===== config.mk =====
export PLATFORM = sky130hd
export DESIGN_NAME = buck4_voltage_regs
export DESIGN_NICKNAME = d
export VERILOG_FILES = /design/src/buck4_pkg.sv /design/src/buck4_voltage_regs.sv /design/src/buck4_code_to_uv.sv
export SDC_FILE = /design/constraint.sdc
export NUM_CORES = 1
export LEC_CHECK = 0
export CORE_ASPECT_RATIO = 1.25
export CORE_MARGIN = 4
export CORE_UTILIZATION = 65
export DETAILED_ROUTE_END_ITERATION = 10
export DONT_BUFFER_PORTS = 1
export PLACE_DENSITY_LB_ADDON = 0.25
export SLEW_MARGIN = 20
export SYNTH_ARGS = -nofsm -noshare
export SYNTH_HDL_FRONTEND = slang
export SYNTH_SLANG_ARGS = --single-unit

===== constraint.sdc =====
create_clock -name mclk_i -period 13.6 [get_ports mclk_i]
set_clock_uncertainty 0.1 [all_clocks]
set_input_delay 1.36 -clock mclk_i [delete_from_list [all_inputs] [get_ports mclk_i]]
set_output_delay 1.36 -clock mclk_i [all_outputs]
set_load 0.01 [all_outputs]

===== src/buck4_pkg.sv =====
// shared constants and types for the buck4 register bank
package buck4_pkg;

  localparam logic [7:0] ADDR_OPERATING_POINT = 8'h0d;
  localparam logic [7:0] ADDR_ALT_VOLTAGE = 8'h0e;
  localparam logic [7:0] ADDR_VOLTAGE_LIMIT = 8'h0f;

  localparam int ENABLE_BIT = 7;
  localparam int POWER_SAVE_BIT = 6;
  localparam int ALT_SELECT_BIT = 6;
  localparam int CODE_MSB = 5;
  localparam int RANGE_LSB = 6;

  localparam logic [5:0] CODE_ALL_ONES = 6'h3f;
  localparam logic [5:0] CODE_ZERO = 6'h00;
  localparam logic POWER_SAVE_RESET = 1'b0;
  localparam logic ALT_SELECT_RESET = 1'b0;

  // output voltage in microvolts, per range: base and step
  localparam int RANGE0_BASE_UV = 500000;
  localparam int RANGE1_BASE_UV = 700000;
  localparam int RANGE2_BASE_UV = 500000;
  localparam int RANGE3_BASE_UV = 500000;
  localparam int RANGE0_STEP_UV = 12500;
  localparam int RANGE1_STEP_UV = 12500;
  localparam int RANGE2_STEP_UV = 25000;
  localparam int RANGE3_STEP_UV = 50000;
  localparam int RANGE3_TOP_UV = 3800000;

  typedef enum logic [1:0] {
    RANGE_FINE_LOW = 2'b00,
    RANGE_FINE_HIGH = 2'b01,
    RANGE_MEDIUM = 2'b10,
    RANGE_WIDE = 2'b11
  } range_t;

  // factory defaults presented by the one-time-programmable store
  typedef struct packed {
    logic enable;
    logic [5:0] op_code;
    logic [5:0] alt_code;
    logic [1:0] range;
    logic [5:0] max_code;
  } otp_defaults_t;

  // register access strobe from the serial host interface
  typedef struct packed {
    logic wr;
    logic rd;
    logic [7:0] addr;
    logic [7:0] wdata;
  } reg_req_t;

  typedef struct packed {
    logic enable;
    logic power_save;
    logic alt_select;
    logic [5:0] code;
    logic [1:0] range;
  } converter_ctrl_t;

endpackage : buck4_pkg


===== src/buck4_voltage_regs.sv =====
// buck4 operating-point, alternate-voltage and limit registers
`timescale 1ns/1ps
`default_nettype none
//////////////////////////////////////////////////////////////////////////////
// Contract
// - alternate-voltage register at 0x0E and limit register at 0x0F, 8 bits.
// - power-on reset reloads both registers, factory defaults for marked fields.
// - alternate bit 7 enables buck4, unless forced-off mode holds it off.
// - alternate bits 5..0 hold voltage code, read through the range field.
// - limit bits 7..6 select range: base voltage and step size.
// - written codes above the maximum code are stored as the maximum code.
// - maximum code other than 0x3F/0x00 locks range and maximum until reload.
// - range 00 maps codes 0.5 V to 1.2875 V in 12.5 mV.
// - range 01 maps codes 0.7 V to 1.4875 V in 12.5 mV.
// - range 10 maps codes 0.5 V to 2.075 V in 25 mV.
module buck4_voltage_regs (
  input wire logic mclk_i,                          // system clock
  input wire logic rst_n_i,                         // power-on reset, low
  input wire logic otp_reload_i,                    // reload factory defaults
  input wire buck4_pkg::otp_defaults_t otp_i,       // factory defaults
  input wire buck4_pkg::reg_req_t req_i,            // host register access
  input wire logic forced_off_i,                    // forced-off mode active
  output logic [7:0] rdata_o,                       // read data, registered
  output logic rvalid_o,                            // read data valid pulse
  output buck4_pkg::converter_ctrl_t ctrl_o,        // converter controls
  output logic limit_locked_o,                      // range/max locked
  output logic [21:0] target_uv_o                   // active target voltage
);
  import buck4_pkg::*;

  //////////////////////////////////////////////////////////////////////////
  // register state
  logic enable, next_enable;
  logic power_save, next_power_save;
  logic alt_select, next_alt_select;
  logic [5:0] op_code, next_op_code;
  logic [5:0] alt_code, next_alt_code;
  logic [1:0] range, next_range;
  logic [5:0] max_code, next_max_code;
  logic loaded, next_loaded;
  logic [7:0] next_rdata;
  logic next_rvalid;
  converter_ctrl_t next_ctrl;
  logic next_locked;
  logic locked;
  logic [5:0] wr_code;
  logic [5:0] active_code;

  // lock follows the currently held maximum code
  assign locked = (max_code != CODE_ALL_ONES) && (max_code != CODE_ZERO);
  // clamp is applied against the maximum at the moment of the write
  assign wr_code = (req_i.wdata[CODE_MSB:0] > max_code) ?
                   max_code : req_i.wdata[CODE_MSB:0];
  assign active_code = alt_select ? alt_code : op_code;

  //////////////////////////////////////////////////////////////////////////
  // the decode and read path assume the fixed 8-bit field layout;
  // refuse a package edit that would move a field off the byte
  if (ENABLE_BIT != 7 || POWER_SAVE_BIT != 6 || CODE_MSB != 5 ||
      RANGE_LSB != CODE_MSB + 1)
  begin : g_layout_check
    $error("buck4 register field layout does not fit one byte");
  end

  //////////////////////////////////////////////////////////////////////////
  // next-state of the register fields
  always_comb
  begin
    next_enable = enable;
    next_power_save = power_save;
    next_alt_select = alt_select;
    next_op_code = op_code;
    next_alt_code = alt_code;
    next_range = range;
    next_max_code = max_code;
    next_loaded = 1'b1;
    if (!loaded || otp_reload_i)
    begin
      // factory defaults taken one edge after release, never under reset
      next_enable = otp_i.enable;
      next_op_code = otp_i.op_code;
      next_alt_code = otp_i.alt_code;
      next_range = otp_i.range;
      next_max_code = otp_i.max_code;
      next_power_save = POWER_SAVE_RESET;
      next_alt_select = ALT_SELECT_RESET;
    end
    else if (req_i.wr)
    begin
      case (req_i.addr)
        ADDR_OPERATING_POINT:
        begin
          next_alt_select = req_i.wdata[ALT_SELECT_BIT];
          next_op_code = wr_code;
        end
        ADDR_ALT_VOLTAGE:
        begin
          next_enable = req_i.wdata[ENABLE_BIT];
          next_power_save = req_i.wdata[POWER_SAVE_BIT];
          next_alt_code = wr_code;
        end
        ADDR_VOLTAGE_LIMIT:
        begin
          if (!locked)
          begin
            next_range = req_i.wdata[7:RANGE_LSB];
            next_max_code = req_i.wdata[CODE_MSB:0];
          end
        end
        default:
          next_loaded = 1'b1;
      endcase
    end
  end

  //////////////////////////////////////////////////////////////////////////
  // read path
  always_comb
  begin
    next_rdata = 8'h00;
    next_rvalid = req_i.rd;
    if (req_i.rd)
    begin
      case (req_i.addr)
        ADDR_OPERATING_POINT:
          next_rdata = {1'b0, alt_select, op_code};
        ADDR_ALT_VOLTAGE:
          next_rdata = {enable, power_save, alt_code};
        ADDR_VOLTAGE_LIMIT:
          next_rdata = {range, max_code};
        default:
          next_rdata = 8'h00;
      endcase
    end
  end

  //////////////////////////////////////////////////////////////////////////
  // converter controls; forced-off gates enable, the field is kept
  always_comb
  begin
    next_ctrl.enable = enable && !forced_off_i;
    next_ctrl.power_save = power_save;
    next_ctrl.alt_select = alt_select;
    next_ctrl.code = active_code;
    next_ctrl.range = range;
    next_locked = locked;
  end

  //////////////////////////////////////////////////////////////////////////
  // register fields; reset holds them until the default load after release
  always_ff @(posedge mclk_i or negedge rst_n_i)
  begin
    if (!rst_n_i)
    begin
      enable <= 1'b0;
      power_save <= POWER_SAVE_RESET;
      alt_select <= ALT_SELECT_RESET;
      op_code <= CODE_ZERO;
      alt_code <= CODE_ZERO;
      range <= 2'h0;
      max_code <= CODE_ALL_ONES;
      loaded <= 1'b0;
    end
    else
    begin
      enable <= next_enable;
      power_save <= next_power_save;
      alt_select <= next_alt_select;
      op_code <= next_op_code;
      alt_code <= next_alt_code;
      range <= next_range;
      max_code <= next_max_code;
      loaded <= next_loaded;
    end
  end

  //////////////////////////////////////////////////////////////////////////
  // read outputs
  // data returns to zero between reads so a stale byte never looks fresh
  always_ff @(posedge mclk_i or negedge rst_n_i)
  begin
    if (!rst_n_i)
    begin
      rdata_o <= 8'h00;
      rvalid_o <= 1'b0;
    end
    else
    begin
      rdata_o <= next_rdata;
      rvalid_o <= next_rvalid;
    end
  end

  //////////////////////////////////////////////////////////////////////////
  // control outputs
  always_ff @(posedge mclk_i or negedge rst_n_i)
  begin
    if (!rst_n_i)
    begin
      ctrl_o <= '0;
      limit_locked_o <= 1'b0;
    end
    else
    begin
      ctrl_o <= next_ctrl;
      limit_locked_o <= next_locked;
    end
  end

  //////////////////////////////////////////////////////////////////////////
  // voltage translation of the active code
  buck4_code_to_uv u_code_to_uv (
    .mclk_i(mclk_i),
    .rst_n_i(rst_n_i),
    .range_i(range_t'(range)),
    .code_i(active_code),
    .uv_o(target_uv_o)
  );

endmodule : buck4_voltage_regs
`default_nettype wire


===== src/buck4_code_to_uv.sv =====
// registered voltage-code to microvolt translation for buck4
`timescale 1ns/1ps
`default_nettype none
module buck4_code_to_uv (
  input wire logic mclk_i,               // system clock
  input wire logic rst_n_i,              // async reset, active low
  input wire buck4_pkg::range_t range_i, // output range selector
  input wire logic [5:0] code_i,         // voltage code
  output logic [21:0] uv_o               // target voltage in microvolts
);
  import buck4_pkg::*;

  logic [21:0] next_uv;

  always_comb
  begin
    next_uv = 22'h00_0000;
    case (range_i)
      RANGE_FINE_LOW:
        next_uv = 22'(RANGE0_BASE_UV + RANGE0_STEP_UV * int'(code_i));
      RANGE_FINE_HIGH:
        next_uv = 22'(RANGE1_BASE_UV + RANGE1_STEP_UV * int'(code_i));
      RANGE_MEDIUM:
        next_uv = 22'(RANGE2_BASE_UV + RANGE2_STEP_UV * int'(code_i));
      RANGE_WIDE:
      begin
        if (code_i == CODE_ALL_ONES)
          next_uv = 22'(RANGE3_TOP_UV);
        else
          next_uv = 22'(RANGE3_BASE_UV + RANGE3_STEP_UV * int'(code_i));
      end
      default:
        next_uv = 22'h00_0000;
    endcase
  end

  always_ff @(posedge mclk_i or negedge rst_n_i)
  begin
    if (!rst_n_i)
      uv_o <= 22'h00_0000;
    else
      uv_o <= next_uv;
  end

endmodule : buck4_code_to_uv
`default_nettype wire


==> results.toml <==
[synth]
ys_seq_area_share_pct = 29.53
synth_top_area_share_pct = 26.68
yosysTopAreaCell = "dfrtp_1"
synth_common_cells = "dfrtp_1 (59), nand2_1 (52), ha_1 (48), nor2_1 (48), a21oi_1 (44)"
avgSynthCellArea_um2 = 8.940
synth_cells = 619
ys_async_sr_fraction_pct = 100.0
ys_top_cells_by_area = "dfrtp_1 (27%), ha_1 (11%), xnor2_1 (6.3%)"
ys_types = 82
synth_enable_flop_cells = 0
synth_ff_type = "dfrtp_1"
ys_seq_elements = 65
syn_area_um2 = 5534
synth.most_common_cell = "dfrtp_1"
yosysWarningCount = 0

[cts]
insertion_delay_ps = 340
ctsResizeCount = 0
path_clk_slew_ps = 70
clk_path_buf_depth = 2
cts_buffers = 9
postCtsSetupRepairBufs = 0
root_buffer = "clkbuf_8"
cts_tree = "yes"
cts_sinks = 65
htree_levels = 3
ctsHoldBuffers = 0

[grt]
grt_max_degree = 66
grt_pass1_vias = 4826
antenna_found_initial = 0
overflow = 0
track_usage_pct = 29.04
grt_pass1_wl_mm = 23.72

[cells_and_area]
multi_input_area_um2 = 3659
fin_nets = 691
ff_latch_area_um2 = 1634
n_antenna_cell = 0
areaGrowthSynthToFinish_pct = 3.482
drive_above_1_share_pct = 7.820
design_area_um2 = 5727
fill_cells = 662

[timing]
min_period_over_period_pct = 41.39
hold_viol_final = 0
slew_violations = 0
fin_crit_ps = 5630
worst_slack_ps = 7970
fmax_mhz = 177.6
setup_viol_count_final = 0
maxSlewHeadroom_pct = 34.65
tightest_slew_ps = 973.2
tns_ps = 0
hold_slack_ps = 320.6
rsz0062_at_grt = "no"

[setup_path]
crit_required_ps = 13690
path_buf_inv = 3
critPathSlowestCell = "dfrtp_1"
cp_max_fo = 9
crit_top_cell = "inv_1"
reg2regPathDepth = 15
setup.worst_path.end_class = "flop"
r2r_end = "u_code_to_uv.uv_o[20]"
crit_family = "compound AO/OA/AOI/OAI gates"
rr_startpoint = "alt_select"
cpPeakStageDelay_ps = 580
cp.arrival_ps = 5720
startpoint_type = "flop"
path_cells = "mux2i_1 > inv_1 > ha_1 > ha_1 > inv_1 > fa_1 > inv_1 > fa_1 > a211oi_2 > o21ai_1 > a41oi_2 > xnor2_1 > nor4_2 > a2111oi_0 > o41ai_1"
path_class = "reg2reg"
r2r_slack_ps = 7970

[status]
status = "finished, final reports clean"

[placement]
dp_slack_ps = 7920
place_area_um2 = 5517
port_buffers = 0
gp_congestion = 0.9706
dpl.hpwl_mm = 11.30

[power_and_ir_drop]
total_power_w = 0.001162
ir_drop_mv = 0.1151
powerDensity_nw_per_um2 = 202.8
p_leak_nw = 2.461

[route]
routed_via_density = 6.911
ant_nets = 0
drc = 0
drtIter0Drc = 431
drt-total-wl_mm = 14.58
drt-pass1-iter-count = 5
vias = 4824
wire_per_inst_um = 20.89

[min_path]
min_to = "ctrl_o[9]"
min_from = "power_save"
hp-class = "reg2reg"
holdPathStages = 0

[die]
die_area_um2 = 10060
start_util_pct = 66.78
io_pins = 86
core_um2 = 8287
rows = 37
die_w_um = 90.53
die_y_um = 111.2

[job]
cap_violations = 0
-- report_power, final --
part	switching, W	total [W]	internal, W	leakage, nW
Sequential	0.0000334	0.000262	0.000228	0.787
Combinational	0.000445	0.000734	0.000289	1.58
Clock	0.0000705	0.000166	0.0000950	0.0969
-- layout by cell type (no fill, tap or decap), types with 15 or more instances in the layout --
master   Yosys  final
a21oi_1     44     44
a22oi_1     16     16
dfrtp_1     59     59
ha_1        48     48
inv_1       24     24
mux2i_1     19     19
nand2_1     52     52
nand3_1     15     15
nor2_1      48     48
o21ai_0     25     25
o31ai_1     16     16
xnor2_1     40     40
-- layer usage --
layer,GRT usage (%),up-vias,share of wire (%)
met5,0,-,0
met3,5.363,63,5.5
met2,53.14,200,52
met1,31.24,2312,37
met4,15.42,0,5.0
li1,-,2249,-
-- cell type report --
type,count,share of cell area (%)
Clock buffer,14,2.840
Multi-Input combinational cell,493,63.88
Clock inverter,2,0.6555
Inverter,24,1.573
Sequential cell,65,28.53
Timing Repair Buffer,3,0.3933
Tap cell,97,2.119
-- cell families after synthesis --
logic type,after synthesis,synth area share (%)
AO/OA/AOI/OAI,194,25.37
AND/OR/NAND/NOR,171,15.26
flip-flops,65,29.53
buffers and inverters,62,4.612
adder cells (fa/ha/maj),52,12.30
XOR/XNOR,48,7.732
multiplexers,25,5.064
other,2,0.1357
-- flip-flops by register name (all words and copies together) (netlist names), 2 cells and up --
name               count
alt_code               6
ctrl_o                11
op_code                6
max_code               6
u_code_to_uv.uv_o     20
range                  2
rdata_o                8
-- how the worst max path moves through the flow --
| stage | endpoint | startpoint | depth (start not counted) | slack (ps) |
|---|---|---|---|---|
| after floorplan | u_code_to_uv.uv_o[19] | alt_select | 17 | 8730 |
| after global placement | u_code_to_uv.uv_o[19] | alt_select | 16 | 8030 |
| after detailed placement | u_code_to_uv.uv_o[20] | alt_select | 15 | 7920 |
| after CTS | u_code_to_uv.uv_o[20] | alt_select | 15 | 7890 |
| after global routing | u_code_to_uv.uv_o[19] | alt_select | 16 | 7540 |
| final | u_code_to_uv.uv_o[20] | alt_select | 15 | 7970 |
-- metrics by stage --
step / utilization (%) / instances
2_1_floorplan: - / 620
3_3_place_gp: 66.57 / 682
3_5_place_dp: 66.57 / 682
4_1_cts: 68.99 / 698
5_1_grt: 69.11 / 698
6_report: 69.11 / 698
(Power assumes the default switching activity.)
